## src/design/rscr_pkg.sv

```systemverilog
// Constants, field layout and state codes for the retimer register bank.
// Assumes one 25 MHz clock and an SMBus host on the far side of the pins.
//
// Contract
// Each channel: three-bit de-emphasis level field.
// Bit 6 extends the de-emphasis level range.
// One shared set plus four channel sets.
// Host never writes reserved registers or bits; the bench writes reserved de-emphasis bits (0xc1, 0xfa).
// Host does read-modify-write for partial changes.
// Writes to register_set_select always hit select register.
// Enable bit clear decodes everything to shared.
// Shared address reads shared copy unless enabled.
// Bits 1:0 pick the target channel.
// Enable plus broadcast writes all channel sets.
// Writes to read-only fields are dropped.
// Fields are read-only, read-write or self-clearing.
// Strap readback; bus address is 0x18 plus strap.
// Channel reads use the index, even broadcasting.
// Select register unreadable; host writes upper zeros.
// Select register is zero after reset.
package rscr_pkg;

	// Register offsets
	localparam logic [7:0] OFS_STRAP       = 8'h00;
	localparam logic [7:0] OFS_IDENT       = 8'h01;
	localparam logic [7:0] OFS_SHARED_CTRL = 8'h04;
	localparam logic [7:0] OFS_DEEMPH      = 8'h15;
	localparam logic [7:0] OFS_SELECT      = 8'hff;

	// Field positions
	localparam int STRAP_LSB        = 4;
	localparam int DEEMPH_RANGE_BIT = 6;
	localparam int SEL_BCAST_BIT    = 3;
	localparam int SEL_EN_BIT       = 2;
	localparam int SHARED_RESET_BIT = 6;

	// Values
	localparam logic [6:0] BUS_ADDR_BASE     = 7'h18;
	localparam logic [7:0] DEEMPH_RW_MASK    = 8'h47;
	localparam logic [7:0] DEEMPH_RESET      = 8'h00;
	localparam logic [3:0] SELECT_RESET      = 4'h0;
	localparam logic [7:0] SELECT_READ_VALUE = 8'h00;
	// Arbitrary version and part code
	localparam logic [7:0] IDENT_VALUE       = 8'h5a;

	// Bit counts of one bus byte
	localparam logic [3:0] BYTE_LAST = 4'h7;
	localparam logic [3:0] BYTE_BITS = 4'h8;

	// Bus slave states
	typedef enum logic [5:0] {
		ST_IDLE = 6'h01,
		ST_ADDR = 6'h02,
		ST_ACK  = 6'h04,
		ST_RX   = 6'h08,
		ST_TX   = 6'h10,
		ST_MACK = 6'h20
	} rscr_state_type;

endpackage

```

## src/design/rscr_chan_regs.sv

```systemverilog
// One channel register set: the driver de-emphasis control byte.
// Assumes the caller has already decoded offset and channel selection.
`timescale 1ns/100ps
module rscr_chan_regs (
	// Clock and reset
	input  wire logic       clock_in,
	input  wire logic       reset_n_in,
	// Write strobe and data
	input  wire logic       wr_in,
	input  wire logic [7:0] wdata_in,
	// Stored value and driver settings
	output logic      [7:0] reg_out,
	output logic      [2:0] level_out,
	output logic            range_out
);
	import rscr_pkg::*;

	// Only the level and range bits are stored; reserved bits read zero
	always_ff @(posedge clock_in) begin
		if (!reset_n_in) begin
			reg_out <= DEEMPH_RESET;
		end else if (wr_in) begin
			reg_out <= wdata_in & DEEMPH_RW_MASK;
		end
	end

	assign level_out = reg_out[2:0];
	assign range_out = reg_out[DEEMPH_RANGE_BIT];
endmodule

```

## src/design/rscr_smbus_slave.sv

```systemverilog
// Byte-level SMBus slave: address match, offset byte, writes and reads.
// Assumes scl and sda are already synchronous to the clock.
`timescale 1ns/100ps
module rscr_smbus_slave (
	// Clock and reset
	input  wire logic       clock_in,
	input  wire logic       reset_n_in,
	// Bus pins
	input  wire logic       scl_in,
	input  wire logic       sda_in,
	output logic            sda_oe_n_out,
	// Register side
	input  wire logic [6:0] dev_addr_in,
	input  wire logic [7:0] rdata_in,
	output logic            wr_out,
	output logic            rd_out,
	output logic      [7:0] offset_out,
	output logic      [7:0] wdata_out
);
	import rscr_pkg::*;

	rscr_state_type state_q;
	logic           scl_q;
	logic           sda_q;
	logic           phase_q;
	logic           first_q;
	logic           data_q;
	logic           rw_q;
	logic     [3:0] cnt_q;
	logic     [7:0] shift_q;
	logic           scl_rise;
	logic           scl_fall;
	logic           start_seen;
	logic           stop_seen;

	// Previous pin levels for edge detection
	always_ff @(posedge clock_in) begin
		if (!reset_n_in) begin
			scl_q <= 1'b1;
			sda_q <= 1'b1;
		end else begin
			scl_q <= scl_in;
			sda_q <= sda_in;
		end
	end

	assign scl_rise   = scl_in & ~scl_q;
	assign scl_fall   = ~scl_in & scl_q;
	assign start_seen = scl_in & scl_q & sda_q & ~sda_in;
	assign stop_seen  = scl_in & scl_q & ~sda_q & sda_in;

	// Byte engine; start and stop override any state, so a stuck host recovers
	always_ff @(posedge clock_in) begin
		if (!reset_n_in) begin
			state_q      <= ST_IDLE;
			sda_oe_n_out <= 1'b1;
			wr_out       <= 1'b0;
			rd_out       <= 1'b0;
			offset_out   <= 8'h00;
			wdata_out    <= 8'h00;
			phase_q      <= 1'b0;
			first_q      <= 1'b1;
			data_q       <= 1'b0;
			rw_q         <= 1'b0;
			cnt_q        <= 4'h0;
			shift_q      <= 8'h00;
		end else begin
			wr_out <= 1'b0;
			rd_out <= 1'b0;
			if (start_seen) begin
				state_q      <= ST_ADDR;
				sda_oe_n_out <= 1'b1;
				cnt_q        <= 4'h0;
				phase_q      <= 1'b0;
				first_q      <= 1'b1;
				data_q       <= 1'b0;
			end else if (stop_seen) begin
				state_q      <= ST_IDLE;
				sda_oe_n_out <= 1'b1;
			end else begin
				case (state_q)
					ST_ADDR: begin
						if (scl_rise) begin
							shift_q <= {shift_q[6:0], sda_in};
							cnt_q   <= cnt_q + 4'h1;
							if (cnt_q == BYTE_LAST) begin
								if (shift_q[6:0] == dev_addr_in) begin
									rw_q    <= sda_in;
									state_q <= ST_ACK;
								end else begin
									state_q <= ST_IDLE;
								end
							end
						end
					end
					ST_ACK: begin
						if (scl_fall && !phase_q) begin
							phase_q      <= 1'b1;
							sda_oe_n_out <= 1'b0;
						end else if (scl_fall) begin
							phase_q <= 1'b0;
							cnt_q   <= 4'h0;
							if (rw_q) begin
								shift_q      <= rdata_in;
								sda_oe_n_out <= rdata_in[7];
								cnt_q        <= 4'h1;
								rd_out       <= 1'b1;
								state_q      <= ST_TX;
							end else begin
								sda_oe_n_out <= 1'b1;
								state_q      <= ST_RX;
								data_q       <= 1'b0;
								if (data_q) begin
									offset_out <= offset_out + 8'h01;
								end
							end
						end
					end
					ST_RX: begin
						if (scl_rise) begin
							shift_q <= {shift_q[6:0], sda_in};
							cnt_q   <= cnt_q + 4'h1;
							if (cnt_q == BYTE_LAST) begin
								state_q <= ST_ACK;
								first_q <= 1'b0;
								if (first_q) begin
									offset_out <= {shift_q[6:0], sda_in};
								end else begin
									wdata_out <= {shift_q[6:0], sda_in};
									wr_out    <= 1'b1;
									data_q    <= 1'b1;
								end
							end
						end
					end
					ST_TX: begin
						if (scl_fall && cnt_q == BYTE_BITS) begin
							sda_oe_n_out <= 1'b1;
							offset_out   <= offset_out + 8'h01;
							phase_q      <= 1'b0;
							state_q      <= ST_MACK;
						end else if (scl_fall) begin
							sda_oe_n_out <= shift_q[3'h7 - cnt_q[2:0]];
							cnt_q        <= cnt_q + 4'h1;
						end
					end
					ST_MACK: begin
						if (scl_rise && !phase_q) begin
							if (sda_in) begin
								state_q <= ST_IDLE;
							end else begin
								phase_q <= 1'b1;
							end
						end else if (scl_fall && phase_q) begin
							phase_q      <= 1'b0;
							shift_q      <= rdata_in;
							sda_oe_n_out <= rdata_in[7];
							cnt_q        <= 4'h1;
							rd_out       <= 1'b1;
							state_q      <= ST_TX;
						end
					end
					default: begin
						state_q      <= ST_IDLE;
						sda_oe_n_out <= 1'b1;
					end
				endcase
			end
		end
	end
endmodule

```

## src/design/rscr_regbank.sv

```systemverilog
// Register bank top: shared set, channel select, four channel sets.
// Assumes scl, sda and strap pins are synchronous to clock_in.
`timescale 1ns/100ps
module rscr_regbank #(
	parameter int CH_COUNT = 4
) (
	// Clock and reset
	input  wire logic                     clock_in,
	input  wire logic                     reset_n_in,
	// SMBus pins
	input  wire logic                     scl_in,
	input  wire logic                     sda_in,
	output logic                          sda_out,
	output logic                          sda_oe_n_out,
	// Address strap
	input  wire logic [3:0]               strap_in,
	// Per-channel driver de-emphasis
	output logic [CH_COUNT-1:0][2:0]      deemph_level_out,
	output logic [CH_COUNT-1:0]           deemph_range_out
);
	import rscr_pkg::*;

	// The two-bit channel index serves exactly four channels
	if (CH_COUNT != 4) begin : g_bad_count
		$error("CH_COUNT must be 4");
	end

	logic                     strap_done_q;
	logic [3:0]               strap_q;
	logic [6:0]               dev_addr_q;
	logic [3:0]               sel_q;
	logic                     shared_reset_q;
	logic                     bus_wr;
	logic                     bus_rd;
	logic [7:0]               bus_ofs;
	logic [7:0]               bus_wdata;
	logic [7:0]               bus_rdata;
	logic                     wr_select;
	logic                     wr_shared;
	logic                     wr_chan;
	logic [CH_COUNT-1:0]      ch_wr;
	logic [CH_COUNT-1:0][7:0] ch_reg;

	// Channel k takes a write when enabled and either broadcast or indexed
	function automatic logic chan_write_hit(input logic [3:0] sel, input logic [1:0] k);
		chan_write_hit = sel[SEL_EN_BIT] && (sel[SEL_BCAST_BIT] || sel[1:0] == k);
	endfunction

	// Open-drain pin: only ever pulled low, the enable does the work
	always_ff @(posedge clock_in) begin
		sda_out <= 1'b0;
	end

	// Strap caught once, on the first edge after reset release
	always_ff @(posedge clock_in) begin
		if (!reset_n_in) begin
			strap_done_q <= 1'b0;
			strap_q      <= 4'h0;
			dev_addr_q   <= BUS_ADDR_BASE;
		end else if (!strap_done_q) begin
			strap_done_q <= 1'b1;
			strap_q      <= strap_in;
			dev_addr_q   <= BUS_ADDR_BASE + {3'h0, strap_in};
		end
	end

	rscr_smbus_slave u_slave (
		.clock_in     (clock_in),
		.reset_n_in   (reset_n_in),
		.scl_in       (scl_in),
		.sda_in       (sda_in),
		.sda_oe_n_out (sda_oe_n_out),
		.dev_addr_in  (dev_addr_q),
		.rdata_in     (bus_rdata),
		.wr_out       (bus_wr),
		.rd_out       (bus_rd),
		.offset_out   (bus_ofs),
		.wdata_out    (bus_wdata)
	);

	// Write decode: register_set_select is never redirected into a channel set
	assign wr_select = bus_wr && bus_ofs == OFS_SELECT;
	assign wr_shared = bus_wr && !sel_q[SEL_EN_BIT] && !wr_select;
	assign wr_chan   = bus_wr && sel_q[SEL_EN_BIT] && !wr_select;

	// Select register; upper nibble is not stored, so it can never leak back
	always_ff @(posedge clock_in) begin
		if (!reset_n_in) begin
			sel_q <= SELECT_RESET;
		end else if (shared_reset_q) begin
			sel_q <= SELECT_RESET;
		end else if (wr_select) begin
			sel_q <= bus_wdata[3:0];
		end
	end

	// Shared-reset bit acts for one cycle, then clears itself
	always_ff @(posedge clock_in) begin
		if (!reset_n_in) begin
			shared_reset_q <= 1'b0;
		end else begin
			shared_reset_q <= wr_shared && bus_ofs == OFS_SHARED_CTRL
				&& bus_wdata[SHARED_RESET_BIT];
		end
	end

	// Independent channel sets; other channel offsets are reserved and ignored
	for (genvar k = 0; k < CH_COUNT; k++) begin : g_chan
		assign ch_wr[k] = wr_chan && bus_ofs == OFS_DEEMPH
			&& chan_write_hit(sel_q, 2'(k));
		rscr_chan_regs u_chan (
			.clock_in   (clock_in),
			.reset_n_in (reset_n_in),
			.wr_in      (ch_wr[k]),
			.wdata_in   (bus_wdata),
			.reg_out    (ch_reg[k]),
			.level_out  (deemph_level_out[k]),
			.range_out  (deemph_range_out[k])
		);
	end

	// Read mux; writes to 0x00 and 0x01 have no storage, so they vanish
	always_comb begin
		if (bus_ofs == OFS_SELECT) begin
			bus_rdata = SELECT_READ_VALUE;
		end else if (!sel_q[SEL_EN_BIT]) begin
			if (bus_ofs == OFS_STRAP) begin
				bus_rdata = {strap_q, 4'h0};
			end else if (bus_ofs == OFS_IDENT) begin
				bus_rdata = IDENT_VALUE;
			end else if (bus_ofs == OFS_SHARED_CTRL) begin
				bus_rdata = {1'b0, shared_reset_q, 6'h00};
			end else begin
				bus_rdata = 8'h00;
			end
		end else if (bus_ofs == OFS_DEEMPH) begin
			bus_rdata = ch_reg[sel_q[1:0]];
		end else begin
			bus_rdata = 8'h00;
		end
	end
endmodule

```

## config.mk

```make
export PLATFORM = sky130hd
export DESIGN_NAME = rscr_regbank
export DESIGN_NICKNAME = d
export VERILOG_FILES = /design/src/design/rscr_pkg.sv /design/src/design/rscr_chan_regs.sv /design/src/design/rscr_smbus_slave.sv /design/src/design/rscr_regbank.sv
export SDC_FILE = /design/constraint.sdc
export NUM_CORES = 1
export LEC_CHECK = 0
export BUFFER_PORTS_ARGS = -buffer_cell sky130_fd_sc_hd__buf_2
export CAP_MARGIN = 20
export CORE_MARGIN = 5
export CORE_UTILIZATION = 45
export DETAILED_ROUTE_END_ITERATION = 16
export GPL_ROUTABILITY_DRIVEN = 0
export MAX_ROUTING_LAYER = met4
export PLACE_DENSITY_LB_ADDON = 0.15
export SLEW_MARGIN = 20
export SYNTH_ARGS = -nofsm -noshare
export SYNTH_HDL_FRONTEND = slang
export SYNTH_SLANG_ARGS = --single-unit
```

## constraint.sdc

```tcl
create_clock -name clock_in -period 2.45 [get_ports clock_in]
set_input_delay 0.245 -clock clock_in [delete_from_list [all_inputs] [get_ports clock_in]]
set_output_delay 0.245 -clock clock_in [all_outputs]
set_load 0.02 [all_outputs]
```

==> results.txt <==
status - complete, no violations
Worst Path Arrival - 2.63 ns
Area Overhead vs Synth - 13.34%
CORE AREA - 0.008678 mm2
Die H - 104 um
Hold EP - dev_addr_q[4]
crit-path cells - xor2_1, and4_1, or3_4, or3_1, o41ai_1
area leader, netlist - dfxtp_1
routed wire length - 11340 um
post-synthesis cell type count - 79
vias in the first global route - 3487
crit path max fanout - 16
Worst setup EP type - flop
WP buf/inv - 0
Leak - 0.001825 uW
max_slew headroom - 58.62%
WP depth - 5
Top FF cell, synth - dfxtp_1
largest cells by area after synthesis - dfxtp_1 (33%), mux2i_1 (8.3%), nor2_1 (5.2%), nand2_1 (3.8%), mux4_2 (3.4%)
period utilization - 97.12%
largest net degree at the start of global routing - 37
ANT cells - 0
non-filler cells, final - 601
Reg power frac - 47.4%
fin nets - 501
max frequency - 420.3 MHz
combinational power share - 5.3%
pwr/cell area - 513.6 mW/mm2
Inserted Clock Buffers - 9
initial antenna violation count - 0
H-tree depth - 3
Internal - 1721 uW
clock sink total - 66
CP delay by family, top - simple AND/OR/NAND/NOR gates
setup TNS - 0 ns
CP peak stage delay - 0.70 ns
Seq/Total Area, Yosys - 33.23%
drt first pass iters - 7
Synth Area in Simple Gates - 25.02%
Post-synth ARST share - 0%
worst hold stages - 2
Compound-Gate Fraction of Synth Area - 20.86%
XOR/XNOR Fraction of Synth Area - 1.982%
R2R depth - 5
Skew-Pair Late Insertion Delay - 0.35 ns
Iter 0 DRT Violations - 300
Vias - 3736
HP Start - strap_in[3]
CTS tree - built
Row Count - 34
Req. time, crit path - 2.70 ns
DP Area - 0.004252 mm2
I/O pin count - 26
Post-Syn Nets - 476
R2R Path End - u_slave.cnt_q[2]
multiplexer share of the synthesized area - 11.99%
Clock Power Share - 47.3%
# Max-Cap Violations - 0
GRT Util Overall - 21.10%
Antenna Nets Post-Route - 0
DRC viols - 0
critical path class - reg -> reg
Tightest Hold Check Type - in -> reg
final instance area - 0.004507 mm2
Worst path slowest cell - dfxtp_1
first-pass GRT wire length - 18250 um
Psw - 593.9 uW
maximum vdd ir drop - 0.3943 mV
switch share - 25.66%
Syn Area/Cell - 8.588 um2
die area - 0.01082 mm2
cells after synthesis - 463
clock skew - 0.01334 ns
max-slew violation count - 0
largest family of logic cells by synthesized area - simple AND/OR/NAND/NOR gates
yosys warns - 0
Bufs on Longest Clock Path - 2
fraction of layout cells with a size suffix above 1 - 21.10%
min cycle time layout - 2.379 ns
number of port buffers - 24
Die Span X - 104 um
Mapped Area - 0.003976 mm2
CP Launch Type - flop
Setup Viol. Count Final - 0
Initial Util - 45.82%
hpwl dp - 8127 um
vias per std cell - 6.216
most frequent cells in the layout - dfxtp_1 (65), nor2_1 (55), nand2_1 (40)
EDFF count, synth - 0
Reg2Reg Setup Slack - 0.07 ns
adder-cell share of the synthesized area - 1.573%
FF-to-FF Start - u_slave.state_q[5]
area share of the largest cell type after synthesis - 33.23%
# hold bufs at CTS - 0
routed wire length per instance - 18.87 um
commonest non-fill, non-tap cell in the layout - dfxtp_1
grt total ovfl - 0
Root Driver - clkbuf_8
Hold Vio Cnt, Final - 0
placed insts - 584
clk slew on worst S/H paths - 0.08 ns
worst-margin pin slew - 0.6165 ns
Seq cells post-synth - 66
[sequential cells by signal (all words and copies together) (netlist names), 3 cells and up]
| signal | flops |
|---|---|
| u_slave.state_q | 6 |
| sel_q | 4 |
| u_slave.cnt_q | 4 |
| u_slave.offset_out | 8 |
| g_chan.u_chan.reg_out | 16 |
| u_slave.shift_q | 8 |
| strap_q | 3 |
| u_slave.wdata_out | 5 |
[cell families after synthesis]
kind of cell / count (synthesis)
AO/OA/AOI/OAI: 109
XOR/XNOR: 9
adder cells (fa/ha/maj): 5
buffers and inverters: 45
flip-flops: 66
multiplexers: 40
other: 1
AND/OR/NAND/NOR: 188
[routing by layer]
metal	up-vias	GRT usage (%)	wire length, um
li1	1779	-	-
met1	1803	27.57	5019
met2	131	32.74	5355
met3	23	4.221	681
met4	0	6.938	281
met5	-	-	0
[Yosys cell counts (all sizes together) (7+ instances only)]
cell	instances
nor3	14
a211oi	7
nor2b	7
dfxtp	66
buf	20
inv	7
xor2	7
nor2	55
nand2b	8
nand4	8
mux2i	33
o21ai	19
a31oi	11
nand2	40
nor4	7
a31o	7
clkbuf	18
a21oi	12
nand3	15
[how the worst max path moves through the flow]
stage,start,end,slack (ns)
floorplan,u_slave.cnt_q[0],u_slave.cnt_q[2],0.20
detailed placement,u_slave.state_q[5],u_slave.shift_q[1],0.06
CTS,u_slave.state_q[5],u_slave.shift_q[1],0.03
global placement,u_slave.state_q[1],u_slave.state_q[0],0.10
finish,u_slave.state_q[5],u_slave.cnt_q[2],0.07
global route,u_slave.state_q[5],u_slave.cnt_q[2],-0.03
[stage by stage]
step                      hold slack, ns  utilization [%]  worst slack, ns  power, uW
after floorplan                   0.2727                -           0.1979       1199
after detailed placement          0.4677            48.99          0.05605       1241
after CTS                        0.08907            51.66          0.02927       2335
after global routing             0.08925            51.93         -0.02859       2409
after global placement            0.4635            48.99           0.1036       1241
final                            0.09866            51.93          0.07054       2315
[what timing repair did]
item	4_1_cts	5_1_grt
buffers inserted	0	1
endpoints found under the setup margin	0	16
resized for setup	0	2
endpoints found under the hold margin	0	0
[power groups by stage]
| stage | combinational [uW] | clock (uW) | sequential, uW |
|---|---|---|---|
| 6_report | 124 | 1090 | 1100 |
| 5_1_grt | 133 | 1180 | 1100 |
| 3_5_place_dp | 120 | 0 | 1120 |
| 2_1_floorplan | 86.6 | 0 | 1110 |
| 4_1_cts | 121 | 1120 | 1100 |
| 3_3_place_gp | 119 | 0 | 1120 |
[cell type report]
type,count,area [um2]
Sequential cell,66,1323
Clock buffer,9,123.9
Tap cell,108,135.1
Clock inverter,7,107.6
Inverter,7,26.28
Fill cell,866,4172
Timing Repair Buffer,52,342.8
Multi-Input combinational cell,352,2449
(Power assumes the default switching activity.)
